$ cat src/i2c_srst_regs.svh
`ifndef I2C_SRST_REGS_SVH
`define I2C_SRST_REGS_SVH

// Register byte addresses.
`define OFS_SOFT_RESET 20'h49104
`define OFS_MST_CFG 20'h49108
`define OFS_MST_CTRL 20'h4910C
`define OFS_RX_DATA 20'h49110
`define OFS_TX_DATA 20'h49114
`define OFS_STATUS 20'h49118

// Field positions.
`define BIT_SOFT_RESET 31
`define BIT_BYTE_ORDER 23
`define PAL_HI 17
`define PAL_LO 16
`define DEV_HI 6
`define BIT_START 31
`define BIT_WRITE 30
`define SIZE_HI 26
`define SIZE_LO 24
`define PADDR_HI 15
`define STS_BUSY 0
`define STS_DONE 1
`define STS_NACK 2
`define STS_BUS_IDLE 3
`define STS_STRAP_LO 8

// Reset values and encodings.
`define RST_WORD 32'h0000_0000
`define RST_PAL 2'h0
`define RST_DEV 7'h00
`define PAL_ONE 2'h1
`define PAL_TWO 2'h2
`define MAX_BYTES 3'h4

// Timing.
`define CLK_PERIOD_NS 50
`define QTR_NS 2500
`define QTR_CYC ((`QTR_NS + `CLK_PERIOD_NS - 1) / `CLK_PERIOD_NS)
`define IDLE_NS 10000
`define IDLE_CYC ((`IDLE_NS + `CLK_PERIOD_NS - 1) / `CLK_PERIOD_NS)

`endif

$ cat src/i2c_srst_pkg.sv
package i2c_srst_pkg;

  typedef enum logic [1:0] {
    CMD_START,
    CMD_STOP,
    CMD_WRITE,
    CMD_READ
  } line_cmd_t;

  typedef enum logic [3:0] {
    ST_IDLE,
    ST_START,
    ST_DEVW,
    ST_PA_HI,
    ST_PA_LO,
    ST_RSTART,
    ST_DEVR,
    ST_DATA,
    ST_STOP
  } mst_state_t;

endpackage : i2c_srst_pkg

$ cat src/i2c_srst_cfg.sv
// The implementer's own choice: the APB slave port.
`include "i2c_srst_regs.svh"

module i2c_srst_cfg #(
  parameter int QTR = `QTR_CYC,
  parameter int IDLE = `IDLE_CYC
) (
  // Clock and reset.
  input wire logic MCLK_I,
  input wire logic RST_N_I,
  // APB slave.
  input wire logic PSEL_I,
  input wire logic PENABLE_I,
  input wire logic PWRITE_I,
  input wire logic [19:0] PADDR_I,
  input wire logic [31:0] PWDATA_I,
  output logic [31:0] PRDATA_O,
  output logic PREADY_O,
  output logic PSLVERR_O,
  // Two-wire bus, open drain.
  input wire logic SCL_I,
  output logic SCL_O,
  output logic SCL_OE_O,
  input wire logic SDA_I,
  output logic SDA_O,
  output logic SDA_OE_O,
  // Power-up strap.
  input wire logic [6:0] STRAP_ADDR_I
);
  import i2c_srst_pkg::*;

  logic soft_reset_hold, next_srst;
  logic byte_order, next_order, mst_write, next_write;
  logic [1:0] pa_len, next_pa_len;
  logic [6:0] dev_addr, next_dev;
  logic [2:0] mst_size, next_size;
  logic [15:0] mst_paddr, next_paddr;
  logic [31:0] tx_data, next_tx, rx_data, next_rx;
  logic [31:0] next_prdata;
  logic next_pready, next_pslverr;
  mst_state_t state, next_state, after_pa;
  logic issued, next_issued, start, next_start;
  logic ev_done, next_ev_done, ev_nack, next_ev_nack;
  logic [2:0] cnt, next_cnt, n_bytes;
  logic [1:0] pa_n, lane;
  logic [15:0] idle_cnt, next_idle_cnt;
  logic bus_idle, next_bus_idle;
  logic [6:0] strap, next_strap;
  logic strap_done, next_strap_done;
  logic wr, setup, cmd_valid, eng_done, eng_ack;
  logic [7:0] eng_tx, eng_rx;
  line_cmd_t eng_cmd;

  assign wr = PSEL_I && PENABLE_I && PWRITE_I && PREADY_O;
  assign setup = PSEL_I && !PENABLE_I;
  assign n_bytes = (mst_size > `MAX_BYTES) ? 3'h0 : mst_size;
  assign pa_n = (pa_len == `PAL_ONE || pa_len == `PAL_TWO) ? pa_len : 2'h0;
  assign lane = byte_order ? cnt[1:0] : 2'(n_bytes - 3'h1 - cnt);
  assign cmd_valid = (state != ST_IDLE) && !issued;

  // Bus answer: zero wait states, data sampled in the setup cycle.
  always_comb begin
    next_pready = setup;
    next_prdata = 32'h0000_0000;
    next_pslverr = 1'b0;
    if (setup) begin
      unique case (PADDR_I)
        `OFS_SOFT_RESET: next_prdata[`BIT_SOFT_RESET] = soft_reset_hold;
        `OFS_MST_CFG: begin
          next_prdata[`BIT_BYTE_ORDER] = byte_order;
          next_prdata[`PAL_HI:`PAL_LO] = pa_len;
          next_prdata[`DEV_HI:0] = dev_addr;
        end
        `OFS_MST_CTRL: begin
          next_prdata[`BIT_START] = start;
          next_prdata[`BIT_WRITE] = mst_write;
          next_prdata[`SIZE_HI:`SIZE_LO] = mst_size;
          next_prdata[`PADDR_HI:0] = mst_paddr;
        end
        `OFS_RX_DATA: next_prdata = rx_data;
        `OFS_TX_DATA: next_prdata = tx_data;
        `OFS_STATUS: begin
          next_prdata[`STS_BUSY] = start;
          next_prdata[`STS_DONE] = ev_done;
          next_prdata[`STS_NACK] = ev_nack;
          next_prdata[`STS_BUS_IDLE] = bus_idle;
          next_prdata[`STS_STRAP_LO +: 7] = strap;
        end
        default: next_pslverr = 1'b1;
      endcase
    end
  end

  // Writable fields; the soft reset never touches them.
  always_comb begin
    next_srst = soft_reset_hold;
    next_order = byte_order;
    next_pa_len = pa_len;
    next_dev = dev_addr;
    next_write = mst_write;
    next_size = mst_size;
    next_paddr = mst_paddr;
    next_tx = tx_data;
    if (wr) begin
      unique case (PADDR_I)
        `OFS_SOFT_RESET: next_srst = PWDATA_I[`BIT_SOFT_RESET];
        `OFS_MST_CFG: begin
          next_order = PWDATA_I[`BIT_BYTE_ORDER];
          next_pa_len = PWDATA_I[`PAL_HI:`PAL_LO];
          next_dev = PWDATA_I[`DEV_HI:0];
        end
        `OFS_MST_CTRL: begin
          next_write = PWDATA_I[`BIT_WRITE];
          next_size = PWDATA_I[`SIZE_HI:`SIZE_LO];
          next_paddr = PWDATA_I[`PADDR_HI:0];
        end
        `OFS_TX_DATA: next_tx = PWDATA_I;
        default: next_srst = soft_reset_hold;
      endcase
    end
  end

  // Transaction sequencer.
  always_comb begin
    next_state = state;
    next_issued = issued;
    next_cnt = cnt;
    next_start = start;
    next_rx = rx_data;
    next_ev_done = ev_done;
    next_ev_nack = ev_nack;
    after_pa = ST_RSTART;
    if (mst_write) begin
      after_pa = (n_bytes != 3'h0) ? ST_DATA : ST_STOP;
    end
    if (cmd_valid) begin
      next_issued = 1'b1;
    end
    // A clear that meets a new event in one cycle loses to the event.
    if (wr && PADDR_I == `OFS_STATUS) begin
      next_ev_done = ev_done && !PWDATA_I[`STS_DONE];
      next_ev_nack = ev_nack && !PWDATA_I[`STS_NACK];
    end
    if (wr && PADDR_I == `OFS_MST_CTRL && PWDATA_I[`BIT_START]) begin
      next_start = 1'b1;
    end
    if (eng_done) begin
      next_issued = 1'b0;
      unique case (state)
        ST_START: next_state = (mst_write || pa_n != 2'h0) ? ST_DEVW : ST_DEVR;
        ST_DEVW: begin
          if (!eng_ack) begin
            next_ev_nack = 1'b1;
            next_state = ST_STOP;
          end else if (pa_n == `PAL_TWO) begin
            next_state = ST_PA_HI;
          end else if (pa_n == `PAL_ONE) begin
            next_state = ST_PA_LO;
          end else begin
            next_state = after_pa;
          end
        end
        ST_PA_HI: next_state = ST_PA_LO;
        ST_PA_LO: next_state = after_pa;
        ST_RSTART: next_state = ST_DEVR;
        ST_DEVR: begin
          next_ev_nack = next_ev_nack || !eng_ack;
          next_state = (eng_ack && n_bytes != 3'h0) ? ST_DATA : ST_STOP;
        end
        ST_DATA: begin
          if (!mst_write) begin
            next_rx[lane*8 +: 8] = eng_rx;
          end
          if (mst_write && !eng_ack) begin
            next_ev_nack = 1'b1;
            next_state = ST_STOP;
          end else if (cnt == n_bytes - 3'h1) begin
            next_state = ST_STOP;
          end else begin
            next_cnt = cnt + 3'h1;
          end
        end
        ST_STOP: begin
          next_state = ST_IDLE;
          next_start = 1'b0;
          next_ev_done = 1'b1;
        end
        ST_IDLE: next_state = ST_IDLE;
      endcase
    end else if (state == ST_IDLE && start && bus_idle) begin
      next_state = ST_START;
      next_cnt = 3'h0;
    end
    if (soft_reset_hold) begin
      next_state = ST_IDLE;
      next_issued = 1'b0;
      next_cnt = 3'h0;
      next_start = 1'b0;
      next_ev_done = 1'b0;
      next_ev_nack = 1'b0;
    end
  end

  always_comb begin
    unique case (state)
      ST_START, ST_RSTART: eng_cmd = CMD_START;
      ST_STOP, ST_IDLE: eng_cmd = CMD_STOP;
      ST_DATA: eng_cmd = mst_write ? CMD_WRITE : CMD_READ;
      default: eng_cmd = CMD_WRITE;
    endcase
    unique case (state)
      ST_DEVW: eng_tx = {dev_addr, 1'b0};
      ST_DEVR: eng_tx = {dev_addr, 1'b1};
      ST_PA_HI: eng_tx = mst_paddr[15:8];
      ST_PA_LO: eng_tx = mst_paddr[7:0];
      default: eng_tx = tx_data[lane*8 +: 8];
    endcase
  end

  // Idle detection reruns after every soft reset; the strap is caught once.
  always_comb begin
    next_idle_cnt = idle_cnt;
    next_bus_idle = bus_idle;
    next_strap = strap;
    next_strap_done = 1'b1;
    if (!strap_done) begin
      next_strap = STRAP_ADDR_I;
    end
    if (soft_reset_hold) begin
      next_idle_cnt = 16'h0000;
      next_bus_idle = 1'b0;
    end else if (!bus_idle) begin
      if (SCL_I && SDA_I) begin
        next_idle_cnt = idle_cnt + 16'h0001;
        next_bus_idle = (idle_cnt == 16'(IDLE - 1));
      end else begin
        next_idle_cnt = 16'h0000;
      end
    end
  end

  always_ff @(posedge MCLK_I) begin
    if (!RST_N_I) begin
      soft_reset_hold <= 1'(`RST_WORD >> `BIT_SOFT_RESET);
      byte_order <= 1'b0;
      pa_len <= `RST_PAL;
      dev_addr <= `RST_DEV;
      mst_write <= 1'b0;
      mst_size <= 3'h0;
      mst_paddr <= 16'h0000;
      tx_data <= `RST_WORD;
      rx_data <= `RST_WORD;
      PRDATA_O <= `RST_WORD;
      PREADY_O <= 1'b0;
      PSLVERR_O <= 1'b0;
      state <= ST_IDLE;
      issued <= 1'b0;
      cnt <= 3'h0;
      start <= 1'b0;
      ev_done <= 1'b0;
      ev_nack <= 1'b0;
      idle_cnt <= 16'h0000;
      bus_idle <= 1'b0;
      strap <= 7'h00;
      strap_done <= 1'b0;
      SCL_O <= 1'b0;
      SDA_O <= 1'b0;
    end else begin
      soft_reset_hold <= next_srst;
      byte_order <= next_order;
      pa_len <= next_pa_len;
      dev_addr <= next_dev;
      mst_write <= next_write;
      mst_size <= next_size;
      mst_paddr <= next_paddr;
      tx_data <= next_tx;
      rx_data <= next_rx;
      PRDATA_O <= next_prdata;
      PREADY_O <= next_pready;
      PSLVERR_O <= next_pslverr;
      state <= next_state;
      issued <= next_issued;
      cnt <= next_cnt;
      start <= next_start;
      ev_done <= next_ev_done;
      ev_nack <= next_ev_nack;
      idle_cnt <= next_idle_cnt;
      bus_idle <= next_bus_idle;
      strap <= next_strap;
      strap_done <= next_strap_done;
      SCL_O <= 1'b0;
      SDA_O <= 1'b0;
    end
  end

  line_engine #(.QTR(QTR)) u_line (
    .clk_i(MCLK_I),
    .rst_n_i(RST_N_I),
    .abort_i(soft_reset_hold),
    .cmd_valid_i(cmd_valid),
    .cmd_i(eng_cmd),
    .tx_byte_i(eng_tx),
    .ack_out_i(cnt != n_bytes - 3'h1),
    .done_o(eng_done),
    .rx_byte_o(eng_rx),
    .ack_in_o(eng_ack),
    .sda_i(SDA_I),
    .scl_oe_o(SCL_OE_O),
    .sda_oe_o(SDA_OE_O)
  );
endmodule : i2c_srst_cfg

$ cat src/line_engine.sv
`include "i2c_srst_regs.svh"

module line_engine #(
  parameter int QTR = `QTR_CYC
) (
  // Clock and reset.
  input wire logic clk_i,
  input wire logic rst_n_i,
  // Command side.
  input wire logic abort_i,
  input wire logic cmd_valid_i,
  input i2c_srst_pkg::line_cmd_t cmd_i,
  input wire logic [7:0] tx_byte_i,
  input wire logic ack_out_i,
  output logic done_o,
  output logic [7:0] rx_byte_o,
  output logic ack_in_o,
  // Line side.
  input wire logic sda_i,
  output logic scl_oe_o,
  output logic sda_oe_o
);
  import i2c_srst_pkg::*;

  logic busy, next_busy;
  line_cmd_t op, next_op;
  logic [1:0] q, next_q;
  logic [15:0] tick, next_tick;
  logic [3:0] bit_idx, next_bit;
  logic [3:0] last;
  logic [7:0] shreg, next_shreg, next_rx;
  logic samp, next_samp, next_ack_in, next_done;
  logic next_scl_oe, next_sda_oe;

  assign last = (op == CMD_WRITE || op == CMD_READ) ? 4'h8 : 4'h0;

  // Each bit is four quarters; clock stretching by slaves is not honoured.
  always_comb begin
    next_busy = busy;
    next_op = op;
    next_q = q;
    next_tick = tick;
    next_bit = bit_idx;
    next_shreg = shreg;
    next_samp = samp;
    next_ack_in = ack_in_o;
    next_rx = rx_byte_o;
    next_done = 1'b0;
    next_scl_oe = scl_oe_o;
    next_sda_oe = sda_oe_o;
    if (abort_i) begin
      next_busy = 1'b0;
      next_scl_oe = 1'b0;
      next_sda_oe = 1'b0;
    end else if (!busy) begin
      if (cmd_valid_i) begin
        next_busy = 1'b1;
        next_op = cmd_i;
        next_q = 2'h0;
        next_tick = 16'h0000;
        next_bit = 4'h0;
        next_shreg = tx_byte_i;
      end
    end else begin
      unique case (op)
        CMD_START: begin
          next_scl_oe = (q == 2'h0) || (q == 2'h3);
          next_sda_oe = q[1];
        end
        CMD_STOP: begin
          next_scl_oe = (q == 2'h0);
          next_sda_oe = !q[1];
        end
        CMD_WRITE, CMD_READ: begin
          next_scl_oe = (q == 2'h0) || (q == 2'h3);
          if (bit_idx == 4'h8) begin
            next_sda_oe = (op == CMD_READ) && ack_out_i;
          end else begin
            next_sda_oe = (op == CMD_WRITE) && !shreg[7];
          end
        end
      endcase
      if (tick == 16'(QTR - 1)) begin
        next_tick = 16'h0000;
        next_q = q + 2'h1;
        if (q == 2'h2) begin
          next_samp = sda_i;
        end
        if (q == 2'h3) begin
          if (bit_idx == last) begin
            next_busy = 1'b0;
            next_done = 1'b1;
            next_rx = shreg;
          end else begin
            next_bit = bit_idx + 4'h1;
          end
          if (bit_idx == 4'h8) begin
            next_ack_in = !samp;
          end else begin
            next_shreg = {shreg[6:0], samp};
          end
        end
      end else begin
        next_tick = tick + 16'h0001;
      end
    end
  end

  always_ff @(posedge clk_i) begin
    if (!rst_n_i) begin
      busy <= 1'b0;
      op <= CMD_START;
      q <= 2'h0;
      tick <= 16'h0000;
      bit_idx <= 4'h0;
      shreg <= 8'h00;
      samp <= 1'b0;
      ack_in_o <= 1'b0;
      rx_byte_o <= 8'h00;
      done_o <= 1'b0;
      scl_oe_o <= 1'b0;
      sda_oe_o <= 1'b0;
    end else begin
      busy <= next_busy;
      op <= next_op;
      q <= next_q;
      tick <= next_tick;
      bit_idx <= next_bit;
      shreg <= next_shreg;
      samp <= next_samp;
      ack_in_o <= next_ack_in;
      rx_byte_o <= next_rx;
      done_o <= next_done;
      scl_oe_o <= next_scl_oe;
      sda_oe_o <= next_sda_oe;
    end
  end

endmodule : line_engine

$ cat config.mk
export PLATFORM = sky130hd
export DESIGN_NAME = i2c_srst_cfg
export DESIGN_NICKNAME = d
export VERILOG_FILES = /design/src/i2c_srst_pkg.sv /design/src/i2c_srst_cfg.sv /design/src/line_engine.sv
export VERILOG_INCLUDE_DIRS = /design/src /design/src/src
export SDC_FILE = /design/constraint.sdc
export NUM_CORES = 1
export LEC_CHECK = 0
export BUFFER_PORTS_ARGS = -buffer_cell sky130_fd_sc_hd__buf_2
export CAP_MARGIN = 30
export CORE_MARGIN = 10
export CORE_UTILIZATION = 50
export DETAILED_ROUTE_END_ITERATION = 7
export GPL_TIMING_DRIVEN = 1
export PLACE_DENSITY = 0.74
export SLEW_MARGIN = 15
export SYNTH_ARGS = -nofsm -noshare
export SYNTH_HDL_FRONTEND = slang
export SYNTH_SLANG_ARGS = --single-unit
export TNS_END_PERCENT = 50
$ cat constraint.sdc
create_clock -name MCLK_I -period 3.4 [get_ports MCLK_I]
set_input_delay 0.68 -clock MCLK_I [delete_from_list [all_inputs] [get_ports MCLK_I]]
set_output_delay 0.68 -clock MCLK_I [all_outputs]
set_load 0.005 [all_outputs]
# Yosys cells after proc, flatten, opt, wreduce, memory -nomap -nowiden
# Cells that the tools add are included.
dict set report totals {
  inputBits 66
  regBits 211
  out_inout_bits 38
}
dict set report classes {
  shift 3
  add_sub_neg 8
  n_lt_le_gt_ge 1
  eq_ne 37
  bitwise_logic 6
  reduce_logical 62
  n_mux 78
}
# op n
set ops {}
lappend ops {{$eq 20x19->1 const B} 6}
lappend ops {{$mux 16} 4}
lappend ops {{$mux 4} 16}
lappend ops {{$mux 8} 5}
lappend ops {{$neg 5->34} 1}
lappend ops {{$shift 8x34->32 const A} 1}
lappend ops {{$shiftx 8x34->32} 1}
lappend ops {{$add 16x1->16 const B} 2}
lappend ops {{$bwmux 32} 1}
lappend ops {{$pmux 4 s8} 1}
lappend ops {{$pmux 8 s4} 1}
lappend ops {{$shiftx 32x6->8} 1}
lappend ops {{$pmux 7 s4} 1}
lappend ops {{$mux 1} 22}
lappend ops {{$mux 3} 7}
lappend ops {{$pmux 4 s5} 1}
lappend ops {{$reduce_and 5->1} 4}
lappend ops {{$pmux 1 s3} 6}
lappend ops {{$logic_and 1x1->1} 17}
lappend ops {{$eq 16x6->1 const B} 1}
lappend ops {{$eq 16x8->1 const B} 1}
lappend ops {{$eq 4x3->1 const B} 4}
lappend ops {{$ne 2x2->1 const B} 7}
lappend ops {{$reduce_and 2->1} 7}
lappend ops {{37 further kinds} 77}

# Longest topological paths before layout
dict set report depth {
  depth_word 10
  ltp_mapped 12
  ltp_nobuf 11
}

# Cells and area by module
# From an unflattened synthesis, not the netlist that was laid out.
dict set report unflattened {
  hier_cells 1187
  area_unflattened_um2 10218.6
}
# mod instances cells_each area_each_um2
set modules_own_cells {}
lappend modules_own_cells {i2c_srst_cfg 1 922 7895.1}
lappend modules_own_cells {line_engine 1 265 2323.5}

# Least setup slack after synthesis
# No wires, ideal clock.
dict set report synth_timing {
  path_type {reg2reg}
  from {register mst_size[2]}
  to {register rx_data[24]}
  period_less_slack_ns 2.855
  n_path_buf 0
  setup_slack_ns 0.545
  path_stages_with_launch 11
  arrival_time_ns 2.784
  path_cell_list {dfxtp_1 -> nand2b_1 -> ha_1 -> xor2_1 -> or3_1 -> nand2_1 -> inv_1 -> ha_1 -> nor3b_1 -> nand3_1 -> a21oi_1}
}
dict set report synth_via {
  elab_chain_len 8
  elab_cells_between_ends 9
}
# element line_no
set synth_lines {}
lappend synth_lines {{from (decl)} i2c_srst_cfg.sv:36} ;# logic [2:0] mst_size, next_size;
lappend synth_lines {{from (signal assigned)} i2c_srst_cfg.sv:274} ;# mst_size <= next_size;
lappend synth_lines {{$gt 3x3->1 (no line) (*)} --}
lappend synth_lines {{$mux 3 (*)} i2c_srst_cfg.sv:56} ;# assign n_bytes = (mst_size > `MAX_BYTES) ? 3'h0 : mst_size;
lappend synth_lines {{$sub 3x1->3 (*)} --}
lappend synth_lines {{$sub 2x2->2 (*)} i2c_srst_cfg.sv:58} ;# assign lane = byte_order ? cnt[1:0] : 2'(n_bytes - 3'h1 - cnt);
lappend synth_lines {{$mux 2 (*)} i2c_srst_cfg.sv:58}
lappend synth_lines {{$neg 5->34 (*)} i2c_srst_cfg.sv:172} ;# next_rx[lane*8 +: 8] = eng_rx;
lappend synth_lines {{$shiftx 8x34->32 or $shift 8x34->32 (tied branches)} i2c_srst_cfg.sv:172}
lappend synth_lines {{$bwmux 32 (*)} i2c_srst_cfg.sv:172}
lappend synth_lines {{to (signal assigned)} i2c_srst_cfg.sv:252} ;# rx_data <= `RST_WORD;
lappend synth_lines {{to (signal assigned)} i2c_srst_cfg.sv:277} ;# rx_data <= next_rx;
lappend synth_lines {{to (decl)} i2c_srst_cfg.sv:38} ;# logic [31:0] tx_data, next_tx, rx_data, next_rx;
# Mark *: on every way between the ends. The rest lies on a longest branch, timed or not.
# A chain may end at the register's enable or synchronous reset.

# Final worst setup path
dict set report layout_timing {
  from {register mst_size[2]}
  to {register rx_data[21]}
}
# Same word-level chain as after synthesis.

==> impl_metrics.ini <==
[run_status]
status = finished clean

[synthesis]
synth-seq-area-share_pct = 41.38
synth_common_cells = dfxtp_1, nor2_1, nand2_1
synthArstFlopShare_pct = 0
avgSynthCellArea_um2 = 8.862
netlist_area_um2 = 10210
netlist_top_cells_area = dfxtp_1, mux2i_1, nor2_1
synth_flop_cell = dfxtp_1
netlist.area_leader.share_pct = 41.38
yosys.area.top_type = dfxtp_1
ys_ff_latch = 211
ys.warnings.count = 0
synth_cell_types = 81
synth-edff-count = 0
yosysMostFrequentCell = dfxtp_1
syn_inst = 1152

[clock_tree]
holdBufCountCts = 0
numCtsBuffers = 22
ctsResizeCount = 0
post-cts-setup-buffers = 0
cts-root-buf = clkbuf_16
cts_buffer_depth = 3
insertion_delay_ns = 0.51
cts_tree = done
htreeDepth = 1
clk_pin_slew_ns = 0.06
cts.sinks = 211

[die]
dieArea_um2 = 26530
die_h_um = 162.9
start_util_pct = 50.61
io_pins = 104
core_area_um2 = 20170
fp.dieW_um = 162.9
rows = 52

[critical_path]
critPathArrivalTime_ns = 3.30
path_max_fanout = 10
setup.worst_path.end_class = flop
crit_path_start_kind = flop
required_ns = 3.83
crit_type = reg2reg

[finish]
register_area_um2 = 4224
final_nets = 1311
drive_above_1_share_pct = 17.23
syn2layout_area_growth_pct = 14.73
diodes = 0
multiInputGateArea_um2 = 5593
fillers = 1776

[timing]
rsz0062_at_grt = false
setup_tns_ns = 0
max_freq_mhz = 348.4
setup_viol_count_final = 0
slew_violations = 0
hold_slack_ns = 0.4074
max_slew_margin_pct = 43.10
worstMarginPinSlew_ns = 0.8516
period_minus_slack_ns = 2.870
finalClockSkew_ns = 0.01022
period_share_pct = 84.41
hold_violations = 0

[routing]
via_per_inst = 6.033
routed_wirelength_um = 29260
route.vias.total = 9122
dr.pass1.iters = 6
detail-route-antenna-nets = 0
drtIter0Drc = 1011
drcViolationCount = 0
routedWlPerCell_um = 19.35

[placed_design]
place_congestion = 0.9089
dpl.hpwl_um = 21100
portBuffers = 101

[power]
ir_drop_mv = 0.3523
leakage_nw = 4.359
p_per_area_nw_per_um2 = 447.9

[global_routing]
met3_usage_pct = 3.943
grt_max_degree = 104
grt_pass1_wl_um = 47140
grt_pass1_vias = 8668
grt_util_all_layers_pct = 21.45
grtUsageMet1_pct = 30.79
overflow = 0
grt-busiest-layer = met2
antenna_found_initial = 0
met2_usage_pct = 32.08

[worst_hold_path]
hold_path.class = in2reg

[run]
cap_viol_max_count = 0
-- metal layers --
layer / wire, µm / part of all wire (%) / up-vias
li1: - / - / 4321
met1: 13090 / 45 / 4310
met2: 12530 / 43 / 435
met3: 2964 / 10 / 56
met4: 671 / 2.3 / 0
met5: 0 / 0 / -
-- final cells by class --
class / instances / share of cell area (%)
Sequential cell: 211 / 36.06
Clock inverter: 9 / 1.271
Inverter: 28 / 0.9187
Timing Repair Buffer: 119 / 5.683
Clock buffer: 31 / 5.427
Tap cell: 270 / 2.884
Multi-Input combinational cell: 844 / 47.75
-- cells in the final DEF, fill, tap and decap left out, types with 6 or more instances in the layout --
cell / n
buf_4: 16
a211oi_1: 10
inv_1: 22
xnor2_1: 7
a21oi_1: 77
dfxtp_1: 211
nor2_1: 159
a22oi_1: 16
nand4_1: 16
o21ai_0: 16
nor4_4: 6
nand3_1: 74
a221oi_1: 7
o21a_1: 6
a311oi_1: 14
nor3_1: 22
a222oi_1: 13
nand2_1: 93
a31oi_1: 6
a21o_1: 6
nand2b_1: 17
nor4_1: 10
nor3b_1: 6
mux2_2: 30
mux2_1: 9
or3_1: 8
buf_2: 101
o22ai_1: 6
ha_1: 19
mux2i_1: 79
xor2_1: 11
clkbuf_16: 23
-- worst max-delay path, cell delays in order (launching register included) --
cell	delay, ns
dfxtp_1	0.35
nand2b_1	0.19
ha_1	0.34
xor2_1	0.18
or3_1	0.30
nand2_1	0.09
inv_1	0.19
ha_1	0.30
nor3_1	0.41
buf_4	0.22
nand3_1	0.07
a21oi_1	0.15
-- power breakdown --
part | total (mW) | internal [mW] | switching (mW)
Sequential | 2.48 | 2.48 | 0.00609
Clock | 2.61 | 1.61 | 1.00
Combinational | 0.151 | 0.0532 | 0.0978
-- logic make-up (layout without fill, tap and decap cells) --
kind of cell | Yosys count | count (layout) | synth area share, %
compound gates | 214 | 214 | 14.39
xor+xnor | 18 | 18 | 1.544
fa+ha+maj | 19 | 19 | 2.329
other cells | 1 | 2 | 0.03673
flops | 211 | 211 | 41.38
simple gates | 472 | 472 | 24.03
mux | 119 | 119 | 12.27
buf+inv | 98 | 187 | 4.020
-- metrics by stage --
step	instances	total power [mW]	utilization (%)	cell area, µm²	setup WS (ns)
6_report	1512	5.246	58.07	11710	0.5301
3_5_place_dp	1472	2.689	54.18	10930	0.5743
5_1_grt	1512	5.377	58.07	11710	0.3398
4_1_cts	1512	5.271	58.07	11710	0.5545
2_1_floorplan	1153	2.615	-	10210	0.5452
3_3_place_gp	1472	2.687	54.18	10930	0.6624
-- state kept, by name, summed over array words and instances, names as in the netlist, 2 cells and up --
name              count
PRDATA_O             32
rx_data              32
tx_data              32
idle_cnt             16
mst_paddr            16
u_line.tick          16
u_line.rx_byte_o      8
u_line.shreg          8
dev_addr              7
strap                 7
state                 4
u_line.bit_idx        4
cnt                   3
mst_size              3
pa_len                2
u_line.op             2
u_line.q              2
-- path summary, 6_finish.rpt --
check             startpoint           to  slack [ns]  cells past startpoint
max              mst_size[2]  rx_data[21]        0.53                     11
min          STRAP_ADDR_I[3]     strap[3]        0.41                      3
max reg2reg      mst_size[2]  rx_data[21]        0.53                     11
min reg2reg      rx_data[26]  rx_data[26]        0.45                      2
Power figures use the tool's default switching activity.
